**src/common/smc_params.svh**
```systemverilog
`ifndef SMC_PARAMS_SVH
`define SMC_PARAMS_SVH
`define NUM_CS 8
`define CS_W 3
`define ADDR_W 24
`define AXI_AW 8
`define AXI_CS_LSB 4
`define AXI_IDX_LSB 2
`define AXI_MAP_BIT 7
`define STATUS_ADDR 8'h80
`define OFS_SETUP 2'h0
`define OFS_PULSE 2'h1
`define OFS_CYCLE 2'h2
`define OFS_MODE 2'h3
`define SETUP_RST 32'h00000000
`define PULSE_RST 32'h01010101
`define CYCLE_RST 32'h00010001
`define MODE_RST 32'h00000003
`define MODE_RD_BIT 0
`define MODE_WR_BIT 1
`define FLD_WR_STROBE 0
`define FLD_CS_WR 8
`define FLD_RD_STROBE 16
`define FLD_CS_RD 24
`define FLD_WR_CYCLE 0
`define FLD_RD_CYCLE 16
`define SETUP_HI_SHIFT 7
`define PULSE_HI_SHIFT 8
`define CYCLE_HI_SHIFT 8
`define RESP_OKAY 2'h0
`define RESP_SLVERR 2'h2
`define GAP_CS 0
`define GAP_RLD 1
`define GAP_ER 2
`define GAP_RW 3
`endif

```
**src/common/smc_pkg.sv**
```systemverilog
`include "smc_params.svh"
package smc_pkg;
	typedef enum logic [1:0] {ST_IDLE, ST_GAP, ST_ACCESS, ST_HOLDX} seq_state_t;
	typedef logic [9:0] count_t;
	typedef struct packed {
		count_t rd_setup, cs_rd_setup, wr_setup, cs_wr_setup;
		count_t rd_pulse, cs_rd_pulse, wr_pulse, cs_wr_pulse;
		count_t rd_cycle, wr_cycle;
		logic read_mode, write_mode;
	} timing_t;

	function automatic count_t eff_setup(input logic [5:0] v);
		return (count_t'(v[5]) << `SETUP_HI_SHIFT) + count_t'(v[4:0]);
	endfunction : eff_setup

	function automatic count_t eff_pulse(input logic [6:0] v);
		return (count_t'(v[6]) << `PULSE_HI_SHIFT) + count_t'(v[5:0]);
	endfunction : eff_pulse

	function automatic count_t eff_cycle(input logic [8:0] v);
		return (count_t'(v[8:7]) << `CYCLE_HI_SHIFT) + count_t'(v[6:0]);
	endfunction : eff_cycle
endpackage : smc_pkg

```
**src/common/timing_if.sv**
```systemverilog
`timescale 1ns/1ps
`include "smc_params.svh"
interface timing_if;
	logic [`CS_W-1:0] sel_cs;
	logic [31:0] setup_w;
	logic [31:0] pulse_w;
	logic [31:0] cycle_w;
	logic [31:0] mode_w;
	smc_pkg::timing_t tim;
	modport bank(input sel_cs, output setup_w, pulse_w, cycle_w, mode_w);
	modport dec(input setup_w, pulse_w, cycle_w, mode_w, output tim);
	modport seq(output sel_cs, input tim);
endinterface : timing_if

```
**src/core/cfg_bank.sv**
```systemverilog
`timescale 1ns/1ps
`include "smc_params.svh"
module cfg_bank (
	// Clock and reset
	input wire logic aclk,
	input wire logic aresetn,
	// Software write port
	input wire logic wr_en,
	input wire logic [`CS_W-1:0] wr_cs,
	input wire logic [1:0] wr_idx,
	input wire logic [31:0] wr_data,
	input wire logic [3:0] wr_strb,
	input wire logic commit,
	// Software read port
	input wire logic [`CS_W-1:0] rd_cs,
	input wire logic [1:0] rd_idx,
	output logic [31:0] rd_data,
	// Committed set toward the sequencer
	timing_if.bank tif
);
	logic [31:0] live_r [`NUM_CS][4];
	logic [31:0] shadow_r [`NUM_CS][4];

	function automatic logic [31:0] rst_val(input int idx);
		unique case (idx)
			0: return `SETUP_RST;
			1: return `PULSE_RST;
			2: return `CYCLE_RST;
			default: return `MODE_RST;
		endcase
	endfunction : rst_val

	function automatic logic [31:0] merge(input logic [31:0] o, input logic [31:0] n,
			input logic [3:0] s);
		logic [31:0] r;
		r = o;
		for (int b = 0; b < 4; b++) begin
			if (s[b]) begin
				r[b*8 +: 8] = n[b*8 +: 8];
			end
		end
		return r;
	endfunction : merge

	// Live words only reach the sequencer through commit, so a half-written set is never used
	always_ff @(posedge aclk) begin
		for (int c = 0; c < `NUM_CS; c++) begin
			for (int i = 0; i < 4; i++) begin
				if (!aresetn) begin
					live_r[c][i] <= rst_val(i);
					shadow_r[c][i] <= rst_val(i);
				end else begin
					if (wr_en && wr_cs == c[`CS_W-1:0] && wr_idx == i[1:0]) begin
						live_r[c][i] <= merge(live_r[c][i], wr_data, wr_strb);
					end
					if (commit) begin
						shadow_r[c][i] <= live_r[c][i];
					end
				end
			end
		end
	end

	assign rd_data = live_r[rd_cs][rd_idx];
	assign tif.setup_w = shadow_r[tif.sel_cs][`OFS_SETUP];
	assign tif.pulse_w = shadow_r[tif.sel_cs][`OFS_PULSE];
	assign tif.cycle_w = shadow_r[tif.sel_cs][`OFS_CYCLE];
	assign tif.mode_w = shadow_r[tif.sel_cs][`OFS_MODE];
endmodule : cfg_bank

```
**src/core/timing_decode.sv**
```systemverilog
`timescale 1ns/1ps
`include "smc_params.svh"
module timing_decode (
	// Raw committed words in, effective counts out
	timing_if.dec tif
);
	assign tif.tim.wr_setup = smc_pkg::eff_setup(tif.setup_w[`FLD_WR_STROBE +: 6]);
	assign tif.tim.cs_wr_setup = smc_pkg::eff_setup(tif.setup_w[`FLD_CS_WR +: 6]);
	assign tif.tim.rd_setup = smc_pkg::eff_setup(tif.setup_w[`FLD_RD_STROBE +: 6]);
	assign tif.tim.cs_rd_setup = smc_pkg::eff_setup(tif.setup_w[`FLD_CS_RD +: 6]);
	assign tif.tim.wr_pulse = smc_pkg::eff_pulse(tif.pulse_w[`FLD_WR_STROBE +: 7]);
	assign tif.tim.cs_wr_pulse = smc_pkg::eff_pulse(tif.pulse_w[`FLD_CS_WR +: 7]);
	assign tif.tim.rd_pulse = smc_pkg::eff_pulse(tif.pulse_w[`FLD_RD_STROBE +: 7]);
	assign tif.tim.cs_rd_pulse = smc_pkg::eff_pulse(tif.pulse_w[`FLD_CS_RD +: 7]);
	assign tif.tim.wr_cycle = smc_pkg::eff_cycle(tif.cycle_w[`FLD_WR_CYCLE +: 9]);
	assign tif.tim.rd_cycle = smc_pkg::eff_cycle(tif.cycle_w[`FLD_RD_CYCLE +: 9]);
	assign tif.tim.read_mode = tif.mode_w[`MODE_RD_BIT];
	assign tif.tim.write_mode = tif.mode_w[`MODE_WR_BIT];
endmodule : timing_decode

```
**src/core/static_mem_wait_state_timing.sv**
```systemverilog
// How it works
// - CS-controlled write drives data from CS setup
// - setup count is 128*top bit plus low five
// - pulse count is 256*top bit plus low six
// - cycle count is 256*top two plus low seven
// - per chip select setup, pulse, cycle registers
// - pulse register resets to 0x01010101
// - cycle register resets to 0x00010001
// - read and write modes reset to strobe control
// - zero-hold strobe write keeps address and select
// - one idle cycle between different chip selects
// - all controls inactive during chip-select idle
// - early-read idle only on same chip select
// - early-read idle on zero hold/setup conditions
// - stuck write strobe feedback adds early-read idle
// - reload idle loads committed parameter set
// - chip-select idle replaces reload on CS change
// - of register writes, only mode writes trigger reload
// - slow clock mode change also forces reload
// - read-to-write idle added on top of others
// - all counts per chip select in clocks
// - hold is cycle minus setup minus pulse
// - strobe-read captures on strobe rising edge
//
// Local design decisions: the AXI4-Lite slave port and the register addresses.
`timescale 1ns/1ps
`include "smc_params.svh"
module static_mem_wait_state_timing (
	// Clock and reset
	input wire logic aclk,
	input wire logic aresetn,
	// AXI4-Lite write
	input wire logic [`AXI_AW-1:0] awaddr,
	input wire logic awvalid,
	output logic awready,
	input wire logic [31:0] wdata,
	input wire logic [3:0] wstrb,
	input wire logic wvalid,
	output logic wready,
	output logic [1:0] bresp,
	output logic bvalid,
	input wire logic bready,
	// AXI4-Lite read
	input wire logic [`AXI_AW-1:0] araddr,
	input wire logic arvalid,
	output logic arready,
	output logic [31:0] rdata,
	output logic [1:0] rresp,
	output logic rvalid,
	input wire logic rready,
	// Access requests
	input wire logic req_valid,
	output logic req_ready,
	input wire logic req_write,
	input wire logic [`CS_W-1:0] req_cs,
	input wire logic [`ADDR_W-1:0] req_addr,
	input wire logic [31:0] req_wdata,
	input wire logic [3:0] req_be,
	output logic rd_valid,
	output logic [31:0] rd_data,
	// Slow clock mode level
	input wire logic slow_clk_mode,
	// External memory bus
	output logic [`ADDR_W-1:0] mem_addr,
	output logic [31:0] mem_wdata,
	output logic mem_data_oe,
	input wire logic [31:0] mem_rdata,
	output logic [`NUM_CS-1:0] chip_select_n,
	output logic read_strobe_n,
	output logic write_strobe_n,
	output logic [3:0] byte_select_n,
	output logic [3:0] byte_write_n,
	input wire logic write_strobe_fb_n
);
	typedef smc_pkg::count_t count_t;

	timing_if tif ();
	smc_pkg::timing_t tim;

	smc_pkg::seq_state_t state_r, state_nxt;
	logic [3:0] gap_r, gap_nxt;
	count_t left_r, left_nxt;
	logic [`CS_W-1:0] cur_cs_r;
	logic [`ADDR_W-1:0] addr_r;
	logic [31:0] wdat_r;
	logic [3:0] be_r;
	logic wr_r;
	logic have_prev_r, prev_wr_r, prev_nohold_r, prev_cs0_r, er_fb_r;
	logic cs_held_r;
	logic reload_pend_r;
	logic slow_s1_r, slow_s2_r, slow_prev_r;
	logic fb_s1_r, fb_s2_r;
	logic rd_valid_r;
	logic [31:0] rd_data_r;

	function automatic logic in_pulse(input count_t pos, input count_t s, input count_t p);
		return (pos >= s) && ({1'b0, pos} < ({1'b0, s} + {1'b0, p}));
	endfunction : in_pulse

	function automatic count_t last_pos(input count_t len);
		return (len == '0) ? '0 : count_t'(len - 1'b1);
	endfunction : last_pos

	// Hold of a signal is zero when setup plus pulse fills the cycle
	function automatic logic no_hold(input count_t s, input count_t p, input count_t len);
		return ({1'b0, s} + {1'b0, p}) >= {1'b0, len};
	endfunction : no_hold

	// Register bank and parameter decode
	logic aw_hold_r, w_hold_r, bvalid_r, rvalid_r;
	logic [`AXI_AW-1:0] awaddr_r;
	logic [31:0] wdata_r, rdata_r, bank_rd;
	logic [3:0] wstrb_r;
	logic [1:0] bresp_r, rresp_r;
	wire do_wr = aw_hold_r && w_hold_r && !bvalid_r;
	wire wr_mapped = !awaddr_r[`AXI_MAP_BIT];
	wire wr_status = awaddr_r == `STATUS_ADDR;
	wire [`CS_W-1:0] wr_cs = awaddr_r[`AXI_CS_LSB +: `CS_W];
	wire [1:0] wr_idx = awaddr_r[`AXI_IDX_LSB +: 2];
	wire mode_write = do_wr && wr_mapped && wr_idx == `OFS_MODE && wstrb_r != 4'h0;
	wire ar_take = arvalid && arready;
	wire rd_mapped = !araddr[`AXI_MAP_BIT];
	wire rd_status = araddr == `STATUS_ADDR;
	wire commit;

	cfg_bank u_bank (
		.aclk(aclk),
		.aresetn(aresetn),
		.wr_en(do_wr && wr_mapped),
		.wr_cs(wr_cs),
		.wr_idx(wr_idx),
		.wr_data(wdata_r),
		.wr_strb(wstrb_r),
		.commit(commit),
		.rd_cs(araddr[`AXI_CS_LSB +: `CS_W]),
		.rd_idx(araddr[`AXI_IDX_LSB +: 2]),
		.rd_data(bank_rd),
		.tif(tif.bank)
	);

	timing_decode u_dec (
		.tif(tif.dec)
	);

	// Idle requests are judged against the incoming chip select's set
	assign tif.sel_cs = (state_r == smc_pkg::ST_IDLE) ? req_cs : cur_cs_r;
	assign tim = tif.tim;

	// AXI4-Lite slave: address and data taken in either order, one write at a time
	assign awready = !aw_hold_r && !bvalid_r;
	assign wready = !w_hold_r && !bvalid_r;
	assign bvalid = bvalid_r;
	assign bresp = bresp_r;
	assign arready = !rvalid_r;
	assign rvalid = rvalid_r;
	assign rdata = rdata_r;
	assign rresp = rresp_r;

	always_ff @(posedge aclk) begin
		if (!aresetn) begin
			aw_hold_r <= 1'b0;
			w_hold_r <= 1'b0;
			awaddr_r <= '0;
			wdata_r <= '0;
			wstrb_r <= '0;
		end else begin
			if (awvalid && awready) begin
				aw_hold_r <= 1'b1;
				awaddr_r <= awaddr;
			end else if (do_wr) begin
				aw_hold_r <= 1'b0;
			end
			if (wvalid && wready) begin
				w_hold_r <= 1'b1;
				wdata_r <= wdata;
				wstrb_r <= wstrb;
			end else if (do_wr) begin
				w_hold_r <= 1'b0;
			end
		end
	end

	// Status word is read-only; writes to it are answered but ignored
	always_ff @(posedge aclk) begin
		if (!aresetn) begin
			bvalid_r <= 1'b0;
			bresp_r <= `RESP_OKAY;
		end else if (do_wr) begin
			bvalid_r <= 1'b1;
			bresp_r <= (wr_mapped || wr_status) ? `RESP_OKAY : `RESP_SLVERR;
		end else if (bready) begin
			bvalid_r <= 1'b0;
		end
	end

	wire [31:0] status_word = {22'h000000, slow_s2_r, reload_pend_r, have_prev_r,
		state_r, cur_cs_r, wr_r, er_fb_r};

	always_ff @(posedge aclk) begin
		if (!aresetn) begin
			rvalid_r <= 1'b0;
			rdata_r <= '0;
			rresp_r <= `RESP_OKAY;
		end else if (ar_take) begin
			rvalid_r <= 1'b1;
			rdata_r <= rd_mapped ? bank_rd : (rd_status ? status_word : 32'h00000000);
			rresp_r <= (rd_mapped || rd_status) ? `RESP_OKAY : `RESP_SLVERR;
		end else if (rready) begin
			rvalid_r <= 1'b0;
		end
	end

	// Pin synchronisers
	always_ff @(posedge aclk) begin
		if (!aresetn) begin
			slow_s1_r <= 1'b0;
			slow_s2_r <= 1'b0;
			slow_prev_r <= 1'b0;
			fb_s1_r <= 1'b1;
			fb_s2_r <= 1'b1;
		end else begin
			slow_s1_r <= slow_clk_mode;
			slow_s2_r <= slow_s1_r;
			slow_prev_r <= slow_s2_r;
			fb_s1_r <= write_strobe_fb_n;
			fb_s2_r <= fb_s1_r;
		end
	end

	// Reload request: a new event in the commit cycle keeps the flag set
	wire slow_change = slow_s2_r ^ slow_prev_r;
	// Taken at accept, so the idle cycle that follows already runs on the new set
	assign commit = req_valid && req_ready && reload_pend_r;

	always_ff @(posedge aclk) begin
		if (!aresetn) begin
			reload_pend_r <= 1'b0;
		end else if (mode_write || slow_change) begin
			reload_pend_r <= 1'b1;
		end else if (commit) begin
			reload_pend_r <= 1'b0;
		end
	end

	// Idle cycles owed before the next access
	wire accept = req_valid && req_ready;
	wire same_cs = have_prev_r && req_cs == cur_cs_r;
	wire rd_ctrl_setup0 = (tim.read_mode ? tim.rd_setup : tim.cs_rd_setup) == '0;
	wire er_zero = prev_nohold_r && rd_ctrl_setup0;
	wire er_cs = prev_cs0_r && tim.cs_rd_setup == '0;
	wire need_cs = have_prev_r && !same_cs;
	wire need_rld = reload_pend_r && !need_cs;
	wire need_er = same_cs && prev_wr_r && !req_write && (er_zero || er_cs || er_fb_r);
	wire need_rw = have_prev_r && !prev_wr_r && req_write;
	wire [3:0] gap_req = {need_rw, need_er, need_rld, need_cs};
	wire [3:0] gap_rest = gap_r & (gap_r - 4'h1);

	assign req_ready = state_r == smc_pkg::ST_IDLE;

	// Access position, counted down from the last cycle of the access
	wire count_t len = wr_r ? tim.wr_cycle : tim.rd_cycle;
	wire count_t len_new = req_write ? tim.wr_cycle : tim.rd_cycle;
	wire count_t pos = count_t'(last_pos(len) - left_r);
	wire in_acc = state_r == smc_pkg::ST_ACCESS;
	wire in_hx = state_r == smc_pkg::ST_HOLDX;
	wire acc_end = in_acc && left_r == '0;
	wire wr_nohold = no_hold(tim.wr_setup, tim.wr_pulse, tim.wr_cycle);
	wire cs_wr_nohold = no_hold(tim.cs_wr_setup, tim.cs_wr_pulse, tim.wr_cycle);
	wire need_hx = wr_r && tim.write_mode && wr_nohold;

	always_comb begin
		state_nxt = state_r;
		gap_nxt = gap_r;
		left_nxt = left_r;
		unique case (state_r)
			smc_pkg::ST_IDLE: begin
				if (accept) begin
					gap_nxt = gap_req;
					left_nxt = last_pos(len_new);
					state_nxt = (gap_req == 4'h0) ? smc_pkg::ST_ACCESS : smc_pkg::ST_GAP;
				end
			end
			smc_pkg::ST_GAP: begin
				gap_nxt = gap_rest;
				left_nxt = last_pos(len);
				if (gap_rest == 4'h0) begin
					state_nxt = smc_pkg::ST_ACCESS;
				end
			end
			smc_pkg::ST_ACCESS: begin
				if (acc_end) begin
					state_nxt = need_hx ? smc_pkg::ST_HOLDX : smc_pkg::ST_IDLE;
				end else begin
					left_nxt = count_t'(left_r - 1'b1);
				end
			end
			smc_pkg::ST_HOLDX: begin
				state_nxt = smc_pkg::ST_IDLE;
			end
		endcase
	end

	always_ff @(posedge aclk) begin
		if (!aresetn) begin
			state_r <= smc_pkg::ST_IDLE;
			gap_r <= 4'h0;
			left_r <= '0;
		end else begin
			state_r <= state_nxt;
			gap_r <= gap_nxt;
			left_r <= left_nxt;
		end
	end

	// Latched request
	always_ff @(posedge aclk) begin
		if (!aresetn) begin
			cur_cs_r <= '0;
			addr_r <= '0;
			wdat_r <= '0;
			be_r <= 4'h0;
			wr_r <= 1'b0;
		end else if (accept) begin
			cur_cs_r <= req_cs;
			addr_r <= req_addr;
			wdat_r <= req_wdata;
			be_r <= req_be;
			wr_r <= req_write;
		end
	end

	wire cs_on = in_acc && (wr_r ? in_pulse(pos, tim.cs_wr_setup, tim.cs_wr_pulse)
		: in_pulse(pos, tim.cs_rd_setup, tim.cs_rd_pulse));
	// History of the finished access, used to judge the next one
	always_ff @(posedge aclk) begin
		if (!aresetn) begin
			have_prev_r <= 1'b0;
			prev_wr_r <= 1'b0;
			prev_nohold_r <= 1'b0;
			prev_cs0_r <= 1'b0;
			er_fb_r <= 1'b0;
			cs_held_r <= 1'b0;
		end else if (acc_end) begin
			have_prev_r <= 1'b1;
			prev_wr_r <= wr_r;
			prev_nohold_r <= wr_r && (tim.write_mode ? wr_nohold : cs_wr_nohold);
			prev_cs0_r <= wr_r && !tim.write_mode && cs_wr_nohold;
			er_fb_r <= 1'b0;
			cs_held_r <= cs_on;
		end else if (in_hx) begin
			er_fb_r <= !fb_s2_r;
		end
	end

	// Strobe waveforms; outside an access and its extra hold cycle every line rests high
	wire rd_on = in_acc && !wr_r && in_pulse(pos, tim.rd_setup, tim.rd_pulse);
	wire wr_on = in_acc && wr_r && in_pulse(pos, tim.wr_setup, tim.wr_pulse);
	wire cs_drive = cs_on || (in_hx && cs_held_r);
	wire [`NUM_CS-1:0] cs_onehot = `NUM_CS'(1) << cur_cs_r;
	wire count_t data_from = tim.write_mode ? tim.wr_setup : tim.cs_wr_setup;
	wire count_t rd_edge = tim.read_mode ? count_t'(tim.rd_setup + tim.rd_pulse - 1'b1)
		: count_t'(tim.cs_rd_setup + tim.cs_rd_pulse - 1'b1);
	wire capture = in_acc && !wr_r && pos == rd_edge;

	assign chip_select_n = cs_drive ? ~cs_onehot : {`NUM_CS{1'b1}};
	assign read_strobe_n = !rd_on;
	assign write_strobe_n = !wr_on;
	assign byte_write_n = wr_on ? ~be_r : 4'hF;
	assign byte_select_n = (in_acc || in_hx) ? ~be_r : 4'hF;
	assign mem_addr = addr_r;
	assign mem_wdata = wdat_r;
	assign mem_data_oe = wr_r && ((in_acc && pos >= data_from) || in_hx);

	always_ff @(posedge aclk) begin
		if (!aresetn) begin
			rd_valid_r <= 1'b0;
			rd_data_r <= '0;
		end else begin
			rd_valid_r <= capture;
			if (capture) begin
				rd_data_r <= mem_rdata;
			end
		end
	end

	assign rd_valid = rd_valid_r;
	assign rd_data = rd_data_r;
endmodule : static_mem_wait_state_timing

```
**config.mk**
```make
export PLATFORM = sky130hd
export DESIGN_NAME = static_mem_wait_state_timing
export DESIGN_NICKNAME = d
export VERILOG_FILES = /design/src/common/smc_pkg.sv /design/src/common/timing_if.sv /design/src/core/cfg_bank.sv /design/src/core/timing_decode.sv /design/src/core/static_mem_wait_state_timing.sv
export VERILOG_INCLUDE_DIRS = /design/src /design/src/common
export SDC_FILE = /design/constraint.sdc
export NUM_CORES = 2
export LEC_CHECK = 0
export ABC_AREA = 1
export BUFFER_PORTS_ARGS = -buffer_cell sky130_fd_sc_hd__buf_2
export CAP_MARGIN = 10
export CORE_AREA = 2 2 437 439
export CTS_BUF_LIST = sky130_fd_sc_hd__clkbuf_4 sky130_fd_sc_hd__clkbuf_8
export CTS_CLUSTER_DIAMETER = 30
export DETAILED_ROUTE_END_ITERATION = 8
export DIE_AREA = 0 0 439 441
export PLACE_DENSITY = 0.57
export SLEW_MARGIN = 25
export SYNTH_ARGS = -nofsm -noshare
export SYNTH_HDL_FRONTEND = slang
export SYNTH_SLANG_ARGS = --single-unit
```
**constraint.sdc**
```tcl
create_clock -name aclk -period 32 [get_ports aclk]
set_clock_uncertainty 0.2 [all_clocks]
set_input_delay 6.4 -clock aclk [delete_from_list [all_inputs] [get_ports aclk]]
set_output_delay 6.4 -clock aclk [all_outputs]
set_load 0.02 [all_outputs]
```
== After elaboration in Yosys (flattened, before gate mapping) ==
Memories as Yosys holds them, arrays and structs flattened.
Index checks and enable logic that the tools add are counted.
Word-level totals
  latch bits: 0
  memory bits (writable): 2048
  memories: 2
  register bits: 209
  output and inout port bits: 150
  logic and storage cells: 879
  ROM bits: 0
Cells by class
  shifts and indexed selects: 1
  muxes and demuxes: 592
  order comparisons: 12
  equality and inequality tests: 21
  reduce and logical (&&, ||, !) cells: 126
  multiply operators: 0
  divide/modulo/power cells: 0
  add/subtract/negate cells: 23
  bitwise operators: 70
Memories
  u_bank.live_r: depth 8, bits a word 128, read ports 9, clocked after memory_dff 0, write ports 8, line cfg_bank.sv:21  | logic [31:0] live_r [`NUM_CS][4];
  u_bank.shadow_r: depth 8, bits a word 128, read ports 1, clocked after memory_dff 0, write ports 8, line cfg_bank.sv:22  | logic [31:0] shadow_r [`NUM_CS][4];
Operators with widths (number)
  $mux W8: 385
  $mux W32: 71
  $mux W1: 111
  $mux W10: 10
  $logic_and A1 B1 Y1: 81
  $bmux W32 S2: 1
  $or A1 B1 Y1: 64
  $ge A10 B10 Y1: 5
  $logic_not A10 Y1: 5
  $sub A10 B1 Y10 const B: 5
  $add A10 B10 Y11: 4
  $lt A10 B11 Y1: 4
  $add A9 B6 Y10: 4
  $add A8 B5 Y9: 4
  $pmux W10 S3: 1
  $ge A11 B10 Y1: 2
  $add A10 B10 Y10: 2
  $add A10 B7 Y10: 2
  $eq A8 B8 Y1 const B: 2
  $logic_not A1 Y1: 15
  $mux W2: 7
  $eq A3 B3 Y1 const B: 4
  $mux W4: 3
  $reduce_bool A2 Y1: 6
  other kinds (30): 47

== Logic depth before layout (Yosys ltp) ==
An unclocked memory read counts as a cell.
  depth after elaboration: 14
  depth in mapped cells: 45
  gate-level depth less buffers: 40

== Modules after synthesis ==
Synthesis repeated with hierarchy kept, for this count alone.
Unflattened totals
  cell total of the unflattened synthesis: 12336
  area total of the unflattened synthesis: 110240.7 um2
By module, submodules not included
  cfg_bank: times used 1, cells each 10064, sequential area each 61499.0 um2, area each 94535.7 um2
  static_mem_wait_state_timing: times used 1, cells each 2169, sequential area each 4144.0 um2, area each 14935.6 um2
  timing_decode: times used 1, cells each 103, sequential area each 0.0 um2, area each 769.5 um2

== Worst setup path before layout ==
Ideal clock, no wire load.
  kind: input -> register
  start point: in aresetn
  end point: mem u_bank.shadow_r[0][0] in the netlist's numbering, enable pin
  buffers on the path: 3
  required time: 27716 ps
  cell stages on the path: 4
  path slack: 11232 ps
  arrival time: 16484 ps
  cells stage by stage: clkbuf_1 clkbuf_1 buf_1 nand2_1
RTL lines
  from (decl): line static_mem_wait_state_timing.sv:31  | input wire logic aresetn,
  to (decl): line cfg_bank.sv:22

== Final worst setup path ==
  start point: in req_cs[0]
  end point: out chip_select_n[4]
Between the ends
  cells in the longest elaborated chain, start to end: 13
Ends and longest elaborated chain
  from (decl): line static_mem_wait_state_timing.sv:55  | input wire logic [`CS_W-1:0] req_cs,
  $mux W3 (*): line static_mem_wait_state_timing.sv:146  | assign tif.sel_cs = (state_r == smc_pkg::ST_IDLE) ? req_cs : cur_cs_r;
  $mem_v2 Z8 W128 (*)
  $add A10 B7 Y10: line smc_pkg.sv:21  | return (count_t'(v[8:7]) << `CYCLE_HI_SHIFT) + count_t'(v[6:0]);
  $mux W10: line static_mem_wait_state_timing.sv:261  | wire count_t len = wr_r ? tim.wr_cycle : tim.rd_cycle;
  $sub A10 B1 Y10 or $logic_not A10 Y1 (tied branches): line static_mem_wait_state_timing.sv:101  | return (len == '0) ? '0 : count_t'(len - 1'b1);
  $mux W10: line static_mem_wait_state_timing.sv:101
  $sub A10 B10 Y10: line static_mem_wait_state_timing.sv:263  | wire count_t pos = count_t'(last_pos(len) - left_r);
  $lt A10 B11 Y1 or $ge A10 B10 Y1 (tied branches): line static_mem_wait_state_timing.sv:97  | return (pos >= s) && ({1'b0, pos} < ({1'b0, s} + {1'b0, p}));
  $logic_and A1 B1 Y1: line static_mem_wait_state_timing.sv:97
  $mux W1 (*): line static_mem_wait_state_timing.sv:332  | wire cs_on = in_acc && (wr_r ? in_pulse(pos, tim.cs_wr_setup, tim.cs_wr_pulse)
  $logic_and A1 B1 Y1 (*): line static_mem_wait_state_timing.sv:332
  $logic_or A1 B1 Y1 (*): line static_mem_wait_state_timing.sv:358  | wire cs_drive = cs_on || (in_hx && cs_held_r);
  $mux W8 (*): line static_mem_wait_state_timing.sv:365  | assign chip_select_n = cs_drive ? ~cs_onehot : {`NUM_CS{1'b1}};
  to (decl): line static_mem_wait_state_timing.sv:68  | output logic [`NUM_CS-1:0] chip_select_n,
Every way passes the cells marked *; elsewhere a longest branch is shown, timed or not.

==> out/qor.yml <==
reg2reg_from: "state_r[1]$_SDFFE_PN0P_"
crit_type: "in -> out"
synth_top_area_share_pct: 56.7
min_from: "fb_s1_r$_SDFF_PN1_"
peakVddDrop_uv: 87.0
layout_commonest_cell: "nor2_1"
yosys.area.top_type: "edfxtp_1"
crit_family: "simple AND/OR/NAND/NOR gates"
cts_tree: "built"
cts-root-buf: "clkbuf_8"
fill_cells: 17200
r2r_setup_slack_ns: 23.38
drive_gt1_share_pct: 14.4
cts_hold_buf: 0
timing.final.ws_setup_ns: 11.75
post-route-drc-count: 0
yosysWarningCount: 0
portBuffers: 305
tns_ns: 0
outcome: "finished, final reports clean"
hold_violations: 0
hpwl_mm: 191
clock_path_buffers: 4
synth_top_family_by_area: "simple AND/OR/NAND/NOR gates"
io_pins: 308
first_iter_violations: 8597
wire_per_inst_um: 24.8
critPathLaunchType: "input pin"
ys_types: 60
rsz0062_at_grt: "no"
cp_common_cell: "nand2_1"
die_w_um: 439
min_period_over_period_pct: 63.3
synth_fa_ha_area_share_pct: 2.07
drv_slew: 0
syn_area_sq_um: 84700
synth_xor_area_share_pct: 0.434
crit_slowest_cell: "nand2_8"
setup_viol: 0
wl_mm: 300
worstPathRequired_ns: 25.40
synthMuxAreaShare_pct: 0.0236
first_pass_iters: 6
critPathLaunch: "req_cs[0]"
numCtsBuffers: 427
crit_buf_inv: 5
syn_avg_cell_area_sq_um: 9.49
slowest_delay_ns: 0.75
cap_violations: 0
viasPerCell: 5.61
clock-sinks: 1807
grt_pass1_vias: 64700
synth-simple-area-share_pct: 16.1
ys_ff_latch: 1807
cp-end-kind: "primary output"
grt_max_degree: 185
hold_class: "reg -> reg"
chipHeight_um: 441
row_count: 160
grt.overflow.total: 0
antenna_found_initial: 14
clkTransAtPathRegs_ns: 0.05
max_freq_mhz: 49.4
start_util_pct: 44.8
fin_nets: 9512
grt.total_usage_pct: 30.2
seqCellArea_sq_um: 52200
synth-compound-area-share_pct: 12.3
antenna_left: 0
arrival_ns: 13.65
synthFlopType: "edfxtp_1"
vias: 67800
area_growth_pct: 16.3
place_congestion: 0.922
synth_edf_count: 1600
htree_levels: 5
coreArea_sq_um: 189000
ys_seq_area_share_pct: 61.6
die_area_sq_um: 194000
synth_area_leaders: "edfxtp_1 (57%), nor2_1 (9.8%), o21ai_0 (5.9%)"
path_max_fanout: 112
p_leak_nw: 38.4
powerDensity_nw_per_um2: 93.7
grt_pass1_wl_mm: 430
final_cell_mix: "nor2_1 (2219), edfxtp_1 (1600), o21ai_0 (929), inv_1 (915), nand2_1 (724)"
cts-resized-gates: 0
cts_setup_buffers: 0
min_period_ns: 20.25
netlist_instances: 8925
synthArstFlopShare_pct: 0
clk_latency_ns: 1.11
multi_input_area_sq_um: 26400
dp_slack_ns: 11.90
worst_pin_slew_ns: 1.13
maxSlewHeadroom_pct: 23.9
-- Yosys cell counts (17+ instances only) --
cell,count
buf_2,41
o22ai_1,142
nor2_1,2223
nand2_1,730
o211ai_1,27
a21oi_1,500
or2_2,42
o221ai_1,106
inv_1,944
o21ai_0,995
dfxtp_1,207
edfxtp_1,1600
nor3_1,17
xor2_1,23
nand3_1,357
buf_1,88
xnor2_1,19
clkbuf_1,508
ha_1,129
buf_4,20
-- sequential cells by signal, indices dropped and copies added, names as in the netlist, 2 cells and up --
register and flops:
awaddr_r 8, be_r 4, cur_cs_r 3, gap_r 4, left_r 10, mem_addr 24
mem_wdata 32, rd_data 32, rdata 32, state_r 2, u_bank.live_r 1024, u_bank.shadow_r 576
wdata_r 32, wstrb_r 4
-- metrics by stage --
stage               utilization [%]  instances  total power [mW]  instance area [sq um]  hold slack (ns)
floorplan                         -       8926              5.00                  84700            0.190
global placement               46.8      11300              6.07                  88600            0.200
detailed placement             46.8      11300              6.10                  88600            0.198
CTS                            52.0      12100              9.19                  98400            0.209
global route                   52.1      12100              9.71                  98500            0.218
finish                         52.1      12100              9.23                  98500            0.209
-- worst reg2reg max path: cells and delay by family (launching register included) --
| kind | cells | cell delay, ns |
|---|---|---|
| and+or+nand+nor | 21 | 3.52 |
| DFF | 1 | 0.33 |
| buffers and inverters | 5 | 1.10 |
| adders and majority gates | 4 | 1.77 |
| AOI/OAI and AO/OA | 6 | 1.62 |
-- per-layer routing --
layer	vias to the layer above	GRT usage [%]	wire length [um]
li1	30700	-	-
met1	32900	40.4	120000
met2	3568	47.9	138000
met3	606	6.12	29000
met4	6	12.8	12800
met5	-	0	80
-- where the power goes --
part	internal (mW)	total (mW)	switching, mW
clock network	1.96	3.10	1.14
logic	1.04	3.38	2.34
registers	2.69	2.75	0.0557
-- layout make-up --
| cell class | count | area share (%) |
|---|---|---|
| flip-flops and latches | 1807 | 53.0 |
| multi-input cells | 5494 | 26.8 |
| clock buffers | 513 | 6.75 |
| inverters | 958 | 3.68 |
| repair buffers | 530 | 3.42 |
| clock inverters | 263 | 3.21 |
| well taps | 2511 | 3.19 |
| diodes | 8 | 0.0203 |
-- cells by family (layout without fill, tap and decap cells) --
kind of cell	count (synthesis)	after routing
compound gates	1885	1885
xor+xnor	42	42
fa+ha+maj	136	136
buf+inv	1625	2264
flops	1807	1807
mux	2	2
other cells	1	10
simple gates	3427	3427
-- path summary, 6_finish.rpt --
check | endpoint | depth (start not counted)
worst min register to register | fb_s2_r$_SDFF_PN1_ | 1
worst max register to register | cs_held_r$_SDFFE_PN0P_ | 36
worst min-delay path | fb_s2_r$_SDFF_PN1_ | 1
worst max-delay path | chip_select_n[4] | 35
(Power assumes the default switching activity.)
